### src/mmt_defines.vh
// Constants for the multi-mode timer block: register offsets, fields, codes.
// Assumes a byte-addressed 32-bit Avalon-MM register bus.
`ifndef MMT_DEFINES_VH
`define MMT_DEFINES_VH
`define MMT_OFF_START   8'h00
`define MMT_OFF_CUTOFF  8'h04
`define MMT_OFF_APOL    8'h08
`define MMT_OFF_ASRC    8'h0C
`define MMT_OFF_IRQ     8'h10
`define MMT_BLK_AMODE   3'h1
`define MMT_BLK_ACNT    3'h2
`define MMT_BLK_BMODE   3'h3
`define MMT_BLK_BCNT    3'h4
`define MMT_AM_TIMER    2'h0
`define MMT_AM_EVENT    2'h1
`define MMT_AM_ONESHOT  2'h2
`define MMT_AM_PWM      2'h3
`define MMT_AM_EXT      2
`define MMT_AM_UP       3
`define MMT_BM_TIMER    2'h0
`define MMT_BM_EVENT    2'h1
`define MMT_BM_MEAS     2'h2
`define MMT_BM_WIDTH    2
`define MMT_BM_RSVD     4
`define MMT_BM_CAUSE    5
`define MMT_CNT_RST     16'h0000
`define MMT_BCNT_RST    16'hFFFF
`define MMT_ALL_ONES    16'hFFFF
`endif

### src/mmt_timer_units.v
// Five A-group and six B-group 16-bit timer channels behind an Avalon-MM slave.
// Assumes all pin inputs are synchronous to sys_clk.
`timescale 1ns/1ps
`default_nettype none
`include "mmt_defines.vh"

// How it works
// - After reset all eleven channels are stopped until their start bit is set.
// - A-group timer read during reload returns FFFFh.
// - Counter written while stopped reads back the written value.
// - A-group event read during reload returns FFFFh on underflow, 0000h on overflow.
// - Cutoff enabled and shutdown low puts A outputs 1, 2, 4 in high impedance.
// - Clearing start in one-shot stops counting and reloads the counter.
// - Clearing start in one-shot drives the output to its polarity bit level.
// - Clearing start in one-shot sets the interrupt flag one clock later.
// - One-shot output is aligned to count source ticks, within 1.5 ticks.
// - Entering one-shot from reset, timer or event mode sets the interrupt flag.
// - Entering PWM from reset, timer or event mode sets the interrupt flag.
// - Retrigger during one-shot counts down once, then reloads and continues.
// - PWM stop with polarity 0: high output goes low and sets the flag.
// - PWM stop with polarity 1: low output goes high and sets the flag.
// - B-group timer and event read during reload returns FFFFh.
// - B measurement flags edges and overflows; a cause bit marks overflow.
// - First measured edge after start loads reload without an interrupt.
// - B counter resets to a nonzero value, so early overflow may occur.
// - B counter written while stopped loads the counter directly.
// - Width measurement measures high and low widths alternately, unmarked.
module mmt_timer_units (
	// Clock and reset.
	input  wire        sys_clk,
	input  wire        rst_n,
	// Avalon-MM register slave.
	input  wire [7:0]  avs_address,
	input  wire        avs_read,
	input  wire        avs_write,
	input  wire [31:0] avs_writedata,
	input  wire [3:0]  avs_byteenable,
	output wire [31:0] avs_readdata,
	output wire        avs_waitrequest,
	// A-group pins.
	input  wire [4:0]  a_group_trigger_input,
	output wire [4:0]  a_group_output_pin,
	output wire [4:0]  a_group_output_en_n,
	input  wire        shutdown_input_n,
	// B-group pins.
	input  wire [5:0]  b_group_pulse_input,
	// Interrupt request flags.
	output wire [4:0]  a_group_irq,
	output wire [5:0]  b_group_irq
);

	reg  [31:0] readdata_ff;
	reg         waitreq_ff, cutoff_en_ff;
	reg  [4:0]  a_start_ff;
	reg  [5:0]  b_start_ff;
	reg  [4:0]  a_pol_ff;
	reg  [9:0]  a_src_ff;
	reg  [4:0]  a_out_ff, a_en_n_ff, a_irq_ff;
	reg  [5:0]  b_irq_ff;
	reg  [4:0]  presc_ff;
	reg  [31:0] rd_mux;
	wire [19:0] a_mode_flat;
	wire [79:0] a_rd_flat;
	wire [47:0] b_mode_flat;
	wire [95:0] b_rd_flat;
	wire [3:0]  tick_src;
	wire        wr_go;
	wire [15:0] wd16;
	wire [2:0]  blk, idx;

	assign avs_readdata = readdata_ff;
	assign avs_waitrequest = waitreq_ff;
	assign a_group_output_pin = a_out_ff;
	assign a_group_output_en_n = a_en_n_ff;
	assign a_group_irq = a_irq_ff;
	assign b_group_irq = b_irq_ff;

	// A write lands only on the edge where waitrequest is seen low.
	assign wr_go = avs_write & ~waitreq_ff & avs_byteenable[0];
	assign wd16 = avs_writedata[15:0];
	assign blk = avs_address[7:5];
	assign idx = avs_address[4:2];

	// Shared prescaler taps: every clock, /8, /32, /4.
	assign tick_src = {presc_ff[1:0] == 2'h3, presc_ff == 5'h1F, presc_ff[2:0] == 3'h7, 1'b1};

	// Read decode; unmapped addresses and idle indices read as zero.
	always @* begin
		rd_mux = 32'h0000_0000;
		if (avs_address == `MMT_OFF_START) begin
			rd_mux = {18'h0, b_start_ff, 3'h0, a_start_ff};
		end else if (avs_address == `MMT_OFF_CUTOFF) begin
			rd_mux = {31'h0, cutoff_en_ff};
		end else if (avs_address == `MMT_OFF_APOL) begin
			rd_mux = {27'h0, a_pol_ff};
		end else if (avs_address == `MMT_OFF_ASRC) begin
			rd_mux = {22'h0, a_src_ff};
		end else if (avs_address == `MMT_OFF_IRQ) begin
			rd_mux = {18'h0, b_irq_ff, 3'h0, a_irq_ff};
		end else if (blk == `MMT_BLK_AMODE && idx < 3'h5) begin
			rd_mux = {28'h0, a_mode_flat[{idx, 2'h0} +: 4]};
		end else if (blk == `MMT_BLK_ACNT && idx < 3'h5) begin
			rd_mux = {16'h0, a_rd_flat[{idx, 4'h0} +: 16]};
		end else if (blk == `MMT_BLK_BMODE && idx < 3'h6) begin
			rd_mux = {24'h0, b_mode_flat[{idx, 3'h0} +: 8]};
		end else if (blk == `MMT_BLK_BCNT && idx < 3'h6) begin
			rd_mux = {16'h0, b_rd_flat[{idx, 4'h0} +: 16]};
		end
	end

	// Bus handshake: one wait cycle, then data with waitrequest low.
	always @(posedge sys_clk or negedge rst_n) begin
		if (!rst_n) begin
			waitreq_ff <= 1'b1;
			readdata_ff <= 32'h0000_0000;
		end else if (waitreq_ff && (avs_read || avs_write)) begin
			waitreq_ff <= 1'b0;
			readdata_ff <= rd_mux; // Sampled now so a reload coincidence is seen.
		end else begin
			waitreq_ff <= 1'b1;
		end
	end

	// Shared control registers; start bits clear to stop all channels.
	always @(posedge sys_clk or negedge rst_n) begin
		if (!rst_n) begin
			a_start_ff <= 5'h00;
			b_start_ff <= 6'h00;
			cutoff_en_ff <= 1'b0;
			a_pol_ff <= 5'h00;
			a_src_ff <= 10'h000;
			presc_ff <= 5'h00;
			a_en_n_ff <= 5'h1F;
		end else begin
			presc_ff <= presc_ff + 5'h01;
			if (wr_go && avs_address == `MMT_OFF_START) begin
				a_start_ff <= avs_writedata[4:0];
				b_start_ff <= avs_writedata[13:8];
			end
			if (wr_go && avs_address == `MMT_OFF_CUTOFF)
				cutoff_en_ff <= avs_writedata[0];
			if (wr_go && avs_address == `MMT_OFF_APOL)
				a_pol_ff <= avs_writedata[4:0];
			if (wr_go && avs_address == `MMT_OFF_ASRC)
				a_src_ff <= avs_writedata[9:0];
			// Cutoff releases outputs 1, 2 and 4 in every mode.
			a_en_n_ff <= {cutoff_en_ff & ~shutdown_input_n, 1'b0,
				{2{cutoff_en_ff & ~shutdown_input_n}}, 1'b0};
		end
	end

	genvar i;
	// A-group channels.
	generate
		for (i = 0; i < 5; i = i + 1) begin : g_a
			reg  [3:0]  mode_ff;
			reg  [15:0] cnt_ff, rld_ff;
			reg         trig_prev_ff, start_prev_ff, run_ff, pend_ff, retrig_ff, stop_irq_ff;
			wire [1:0]  md;
			wire        started, tick, trig_edge, stop_evt, go_trig, act, up, wr_mode;
			wire        wr_cnt, reload_now, os_end, pwm_end, pwm_stop, mode_irq, hw_set, sw_clr;
			wire [15:0] pwm_next;

			assign md = mode_ff[1:0];
			assign started = a_start_ff[i];
			assign tick = tick_src[a_src_ff[2*i+1 -: 2]];
			assign trig_edge = a_group_trigger_input[i] & ~trig_prev_ff;
			assign stop_evt = start_prev_ff & ~started;
			assign act = ~a_pol_ff[i];
			assign up = mode_ff[`MMT_AM_UP];
			// Trigger is the input edge or the start bit rising.
			assign go_trig = mode_ff[`MMT_AM_EXT] ? trig_edge : (started & ~start_prev_ff);
			assign wr_mode = wr_go && blk == `MMT_BLK_AMODE && idx == i;
			assign wr_cnt = wr_go && blk == `MMT_BLK_ACNT && idx == i;
			assign pwm_next = (cnt_ff == 16'h0000) ? `MMT_ALL_ONES : cnt_ff - 16'h0001;
			assign reload_now = started && (
				(md == `MMT_AM_TIMER && tick && cnt_ff == 16'h0000) ||
				(md == `MMT_AM_EVENT && trig_edge &&
					cnt_ff == (up ? `MMT_ALL_ONES : 16'h0000)));
			assign os_end = started && md == `MMT_AM_ONESHOT && tick && run_ff &&
				!pend_ff && !retrig_ff && cnt_ff == 16'h0000;
			assign pwm_end = started && md == `MMT_AM_PWM && tick && run_ff &&
				a_out_ff[i] == act && pwm_next >= rld_ff;
			assign pwm_stop = stop_evt && md == `MMT_AM_PWM && a_out_ff[i] == act;
			// Moving from timer or event into one-shot or PWM raises the flag.
			assign mode_irq = wr_mode && avs_writedata[1] && !md[1];
			assign hw_set = mode_irq | stop_irq_ff | reload_now | os_end | pwm_end | pwm_stop;
			assign sw_clr = wr_go && avs_address == `MMT_OFF_IRQ && !avs_writedata[i];

			// Reads during a reload show the reload marker, else the live count.
			assign a_rd_flat[16*i+15 -: 16] = !reload_now ? cnt_ff :
				(md == `MMT_AM_EVENT && up) ? 16'h0000 : `MMT_ALL_ONES;
			assign a_mode_flat[4*i+3 -: 4] = mode_ff;

			// Flag stays until written 0; a coincident hardware set wins.
			always @(posedge sys_clk or negedge rst_n) begin
				if (!rst_n)
					a_irq_ff[i] <= 1'b0;
				else if (hw_set)
					a_irq_ff[i] <= 1'b1;
				else if (sw_clr)
					a_irq_ff[i] <= 1'b0;
			end

			// Channel counter, output and one-shot sequencing.
			always @(posedge sys_clk or negedge rst_n) begin
				if (!rst_n) begin
					mode_ff <= 4'h0;
					cnt_ff <= `MMT_CNT_RST;
					rld_ff <= `MMT_CNT_RST;
					trig_prev_ff <= 1'b0;
					start_prev_ff <= 1'b0;
					run_ff <= 1'b0;
					pend_ff <= 1'b0;
					retrig_ff <= 1'b0;
					stop_irq_ff <= 1'b0;
					a_out_ff[i] <= 1'b0;
				end else begin
					trig_prev_ff <= a_group_trigger_input[i];
					start_prev_ff <= started;
					stop_irq_ff <= stop_evt && md == `MMT_AM_ONESHOT;
					if (wr_mode)
						mode_ff <= avs_writedata[3:0];
					if (wr_cnt) begin
						rld_ff <= wd16;
						if (!started)
							cnt_ff <= wd16;
					end
					if (!started) begin
						run_ff <= 1'b0;
						pend_ff <= 1'b0;
						retrig_ff <= 1'b0;
						if (stop_evt && md == `MMT_AM_ONESHOT) begin
							cnt_ff <= rld_ff;
							a_out_ff[i] <= a_pol_ff[i];
						end else if (pwm_stop) begin
							a_out_ff[i] <= a_pol_ff[i];
						end
					end else begin
						case (md)
						`MMT_AM_TIMER: begin
							if (tick)
								cnt_ff <= reload_now ? rld_ff : cnt_ff - 16'h0001;
						end
						`MMT_AM_EVENT: begin
							if (reload_now)
								cnt_ff <= rld_ff;
							else if (trig_edge)
								cnt_ff <= up ? cnt_ff + 16'h0001 : cnt_ff - 16'h0001;
						end
						`MMT_AM_ONESHOT: begin
							// Output moves only on a tick, so it follows the count source.
							if (tick) begin
								if (pend_ff) begin
									pend_ff <= 1'b0;
									run_ff <= 1'b1;
									cnt_ff <= rld_ff;
									a_out_ff[i] <= act;
								end else if (run_ff) begin
									if (retrig_ff) begin
										retrig_ff <= 1'b0;
										cnt_ff <= rld_ff;
									end else if (cnt_ff == 16'h0000) begin
										run_ff <= 1'b0;
										cnt_ff <= rld_ff;
										a_out_ff[i] <= a_pol_ff[i];
									end else begin
										cnt_ff <= cnt_ff - 16'h0001;
									end
								end
							end
							// Trigger capture comes last so a tick never drops it.
							if (go_trig && run_ff)
								retrig_ff <= 1'b1;
							else if (go_trig)
								pend_ff <= 1'b1;
						end
						default: begin
							// PWM: fixed 65536-tick period, active while count < reload.
							if (go_trig)
								run_ff <= 1'b1;
							if (tick && run_ff) begin
								cnt_ff <= pwm_next;
								a_out_ff[i] <= (pwm_next < rld_ff) ? act : ~act;
							end
						end
						endcase
					end
				end
			end
		end
	endgenerate

	// B-group channels.
	generate
		for (i = 0; i < 6; i = i + 1) begin : g_b
			reg  [7:0]  mode_ff;
			reg  [15:0] cnt_ff, rld_ff;
			reg         cause_ff, in_prev_ff, start_prev_ff, first_ff;
			wire [1:0]  md;
			wire        started, tick, rise, meas_edge, meas, ovf;
			wire        wr_mode, wr_cnt, reload_now, hw_set, sw_clr;

			assign md = mode_ff[1:0];
			assign started = b_start_ff[i];
			assign tick = tick_src[mode_ff[7:6]];
			assign rise = b_group_pulse_input[i] & ~in_prev_ff;
			assign meas = started && md == `MMT_BM_MEAS;
			// Width mode takes both edges, so high and low widths alternate.
			assign meas_edge = meas && (mode_ff[`MMT_BM_WIDTH] ?
				(b_group_pulse_input[i] ^ in_prev_ff) : rise);
			assign ovf = meas && !meas_edge && tick && cnt_ff == `MMT_ALL_ONES;
			assign wr_mode = wr_go && blk == `MMT_BLK_BMODE && idx == i;
			assign wr_cnt = wr_go && blk == `MMT_BLK_BCNT && idx == i;
			assign reload_now = started && cnt_ff == 16'h0000 && (
				(md == `MMT_BM_TIMER && tick) || (md == `MMT_BM_EVENT && rise));
			// The first edge after start only loads the capture register.
			assign hw_set = reload_now | ovf | (meas_edge & ~first_ff);
			assign sw_clr = wr_go && avs_address == `MMT_OFF_IRQ && !avs_writedata[8+i];

			// Measurement reads the captured value; others read FFFFh during a reload, else the live count.
			assign b_rd_flat[16*i+15 -: 16] = (md == `MMT_BM_MEAS) ? rld_ff :
				reload_now ? `MMT_ALL_ONES : cnt_ff;
			assign b_mode_flat[8*i+7 -: 8] = {mode_ff[7:6], cause_ff, 1'b0, mode_ff[3:0]};

			// Flag stays until written 0; a coincident hardware set wins.
			always @(posedge sys_clk or negedge rst_n) begin
				if (!rst_n)
					b_irq_ff[i] <= 1'b0;
				else if (hw_set)
					b_irq_ff[i] <= 1'b1;
				else if (sw_clr)
					b_irq_ff[i] <= 1'b0;
			end

			// Cause bit: set on overflow, cleared by a mode write with it at 0.
			always @(posedge sys_clk or negedge rst_n) begin
				if (!rst_n)
					cause_ff <= 1'b0;
				else if (ovf)
					cause_ff <= 1'b1;
				else if (wr_mode && !avs_writedata[`MMT_BM_CAUSE])
					cause_ff <= 1'b0;
			end

			// Counter, capture and mode storage.
			always @(posedge sys_clk or negedge rst_n) begin
				if (!rst_n) begin
					mode_ff <= 8'h00;
					cnt_ff <= `MMT_BCNT_RST;
					rld_ff <= `MMT_BCNT_RST;
					in_prev_ff <= 1'b0;
					start_prev_ff <= 1'b0;
					first_ff <= 1'b1;
				end else begin
					in_prev_ff <= b_group_pulse_input[i];
					start_prev_ff <= started;
					// While running, a mode write can only clear the cause bit.
					if (wr_mode && !started)
						mode_ff <= {avs_writedata[7:6], 2'h0, avs_writedata[3:0]};
					if (started && !start_prev_ff)
						first_ff <= 1'b1;
					if (wr_cnt) begin
						rld_ff <= wd16;
						if (!started)
							cnt_ff <= wd16;
					end else if (started) begin
						case (md)
						`MMT_BM_TIMER: begin
							if (tick)
								cnt_ff <= reload_now ? rld_ff : cnt_ff - 16'h0001;
						end
						`MMT_BM_EVENT: begin
							if (rise)
								cnt_ff <= reload_now ? rld_ff : cnt_ff - 16'h0001;
						end
						`MMT_BM_MEAS: begin
							if (meas_edge) begin
								rld_ff <= cnt_ff;
								cnt_ff <= 16'h0000;
								first_ff <= 1'b0;
							end else if (tick) begin
								cnt_ff <= cnt_ff + 16'h0001;
							end
						end
						default: cnt_ff <= cnt_ff;
						endcase
					end
				end
			end
		end
	endgenerate
endmodule // mmt_timer_units
`default_nettype wire

### config.mk
export PLATFORM = sky130hd
export DESIGN_NAME = mmt_timer_units
export DESIGN_NICKNAME = d
export VERILOG_FILES = /design/src/mmt_timer_units.v
export VERILOG_INCLUDE_DIRS = /design/src /design/src/src
export SDC_FILE = /design/constraint.sdc
export NUM_CORES = 2
export LEC_CHECK = 0
export BUFFER_PORTS_ARGS = -buffer_cell sky130_fd_sc_hd__buf_2
export CORE_UTILIZATION = 52
export CTS_CLUSTER_DIAMETER = 40
export CTS_CLUSTER_SIZE = 40
export DETAILED_ROUTE_END_ITERATION = 10
export MAX_ROUTING_LAYER = met4
export PLACE_DENSITY_LB_ADDON = 0.15
export SETUP_SLACK_MARGIN = 0.15
export SYNTH_ARGS = -nofsm -noshare
export SYNTH_HDL_FRONTEND = slang
export SYNTH_SLANG_ARGS = --single-unit
### constraint.sdc
create_clock -name sys_clk -period 10.9 [get_ports sys_clk]
set_clock_uncertainty 0.2 [all_clocks]
set_input_delay 0.545 -clock sys_clk [delete_from_list [all_inputs] [get_ports sys_clk]]
set_output_delay 0.545 -clock sys_clk [all_outputs]
set_load 0.01 [all_outputs]
==> run summary <==
* startpoint of the worst register-to-register path: presc_ff[0]
* Worst path slowest cell: nor4_1
* final RePlAce weighted congestion: 1.06
* Worst-Skew Late Latency: 0.73 ns
* via count of the first global-routing pass: 47000
* TritonCTS clock tree: yes
* share of flip-flops with an asynchronous set or reset: 1.00
* area of the core: 90400 um^2
* Worst Path Required: 11.35 ns
* capture point of the critical path: avs_readdata[12]
* All-Layer GR Usage: 0.459
* number of iterations in the first detailed-routing pass: 7
* Critical Path Most Common Cell: buf_4
* number of rows in the core area: 110
* final cell area excluding filler cells: 52800 um^2
* number of nets in the final layout: 6343
* Top delay family on crit path: compound AO/OA/AOI/OAI gates
* HPWL reported at the end of detailed placement: 144000 um
* setup TNS: 0 ns
* capturing point of the worst reg2reg path: avs_readdata[12]
* LEAKAGE: 20.6 nW
* Synth Warn #: 0
* Placement Cell Area: 48600 um^2
* Post-CTS Repair Setup Buffers: 0
* max-cap violation count: 0
* number of antenna violations at the first check in global routing: 11
* utilization after layout: 0.583
* share of cells above drive strength 1: 0.145
* CP cell instances: ha_1 > buf_4 > ha_1 > buf_4 > nor2_1 > a22o_1 > o32a_1 > o21a_1 > buf_4 > a21oi_1 > nor4_1 > o32a_1
* count of cells along the worst register-to-register path: 12
* mean number of vias per cell: 6.99
* Final Setup Violations: 0
* Hold Worst Slack: 0.0869 ns
* total detailed-routing wirelength: 213000 um
* arrival time at the worst endpoint: 6.04 ns
* synthesized flop and latch total: 529
* number of H-tree levels: 3
* P&R area growth vs syn: 10.6%
* TritonCTS sink count: 529
* routed via count: 51900
* area used by multi-input combinational logic: 31400 um^2
* CTS max path bufs: 3
* worst path buffer plus inverter count: 3
* mapped cell area: 47700 um^2
* maximum frequency from static timing analysis: 179 MHz
* most instantiated flip-flop cell in the synthesis netlist: dfrtp_1
* share of the clock period used by the worst path after layout: 0.513
* most common cell after layout, fill and taps aside: nand2_1
* depth of the critical timing path with buffers and inverters included: 12
* post-route ant nets: 0
* number of input and output port buffers inserted: 78
* Post-synth EDFFs: 0
* initial cell density of the core: 0.528
* Crit Path Max Fanout: 20
* Distinct cells, synth: 93
* vertical die dimension: 305 um
* slew at the pin closest to its max-slew limit: 1.26 ns
* outcome: finished, final reports clean
* type of element launching the critical path: register
* global-route wire length before repair: 316000 um
* post-detailed-route DRC marker count: 0
* Avg Inst Size Synth: 7.49 um^2
* Gate Count Post-Synth: 6365
* fill cell count: 8534
* setup slack of the worst register-to-register path: 5.31 ns
* category of the critical setup timing path: register to register
* maximum vdd ir drop: 0.000188 V
* share of synthesized area occupied by flip-flops and latches: 0.283
* origin of the worst setup path: presc_ff[0]
* CP peak stage delay: 0.85 ns
* RSZ-0062 raised after global routing: false
* power per cell area: 216 nW/um^2
* post-layout min period: 5.59 ns
* hold violation count in the final report: 0
* root cell of the clock tree: clkbuf_16
* flip-flop and latch area: 13500 um^2
* cts bufs inserted: 111
* total congestion overflow: 0
* average detailed-routed wire length per instance: 28.7 um
* I/O pin count: 114
* Slew Viols, Final: 0
* DRC violation total after the first TritonRoute iteration: 7872
* die width: 305 um
* Slew Limit Headroom: 0.155
* pin count of the biggest net entering global routing: 156
* type of the most critical hold path: input port to register
* top library cells by usage in the layout, fill and taps aside: nand2_1, nor2_1, o21ai_0
* clock edge transition at the registers on the reported setup and hold paths: 0.05 ns
* Die Area: 92900 um^2
* nature of the critical path endpoint: register
[registers in the layout, summed over array words and instances (netlist names), 10 cells and up]
register,flops
avs_readdata,16
g_a.mode_ff,20
g_a.rld_ff,80
g_b.cnt_ff,96
g_b.rld_ff,96
a_src_ff,10
g_a.cnt_ff,80
g_b.mode_ff,36
[synth_stat cells (all sizes together), types with 44 or more instances]
cell type  instances  area (um^2)
dfstp            201         5280
mux2             159         1790
mux2i            135         1350
buf               56          313
nand2b            67          419
a211oi           128          961
nand4             91          569
a31oi            171         1080
nor3             191          966
xnor2            162         1420
dfrtp            328         8210
nor2b             44          275
nor2             678         2540
xor2             130         1140
nand3            152          761
o221ai            65          569
o22ai            104          651
ha               138         1730
inv              167          627
nand2            803         3010
and3              58          363
nor4              71          457
o211ai            92          691
o21ai            514         2580
clkbuf           547         2050
a21oi            413         2070
[power breakdown]
group          switching, mW  leakage, nW  internal, mW
Combinational           2.49         12.4          1.76
Sequential              1.03         6.21          2.50
Clock                   1.29         1.92          2.33
Total                   4.81         20.6          6.59
[layer usage]
layer | vias up | GRT usage | wire (um)
met1 | 24900 | 0.615 | 85300
met5 | - | - | 0
met4 | 0 | 0.237 | 12400
met3 | 695 | 0.115 | 27200
li1 | 22800 | - | -
met2 | 3552 | 0.633 | 88000
[layout make-up]
type                       instances  share of cell area
sequential                       529               0.256
clock buffer                     138              0.0574
clock inverter                    72              0.0179
timing repair buffer             254              0.0335
tap                             1176              0.0279
inverter                         175              0.0124
multi-input combinational       5074               0.595
antenna                           11            0.000522
[through the flow]
step,cells,power [mW],setup WS (ns)
final,7429,11.4,5.31
after global routing,7427,12.0,5.44
after CTS,7418,11.2,5.63
after detailed placement,7195,7.59,5.65
after global placement,7195,7.54,5.68
after floorplan,6381,6.29,6.85
[worst reg2reg max path, delay by kind of cell, from the launching register on]
family          cells  cell delay (ns)
fa+ha+maj           2             0.81
flops               1             0.39
buf+inv             3             0.97
compound gates      5             2.12
simple gates        2             1.01
[kinds of logic after synthesis]
logic type / synth area share
adders and majority gates: 0.0362
DFF: 0.283
AOI/OAI and AO/OA: 0.259
buffers and inverters: 0.0634
muxes: 0.0701
and+or+nand+nor: 0.235
other: 0.0000786
xor gates and xnor gates: 0.0536
[worst min-delay path by stage]
stage          slack [ns]               end             start  cells after the start
2_1_floorplan        0.05    a_group_irq[0]             rst_n                      0
3_3_place_gp         0.24       presc_ff[0]       presc_ff[0]                      1
3_5_place_dp         0.24       presc_ff[0]       presc_ff[0]                      1
4_1_cts              0.05  g_b[0].rld_ff[3]  avs_writedata[3]                      3
5_1_grt              0.08  g_b[4].rld_ff[3]  avs_writedata[3]                      3
6_report             0.09  g_b[0].rld_ff[3]  avs_writedata[3]                      3
[what timing repair did]
item	4_1_cts	5_1_grt
setup endpoints to repair	0	0
hold endpoints to repair	68	0
resized for setup	0	0
hold buffers	13	0
Note: power is estimated with default switching activity, not from simulation.
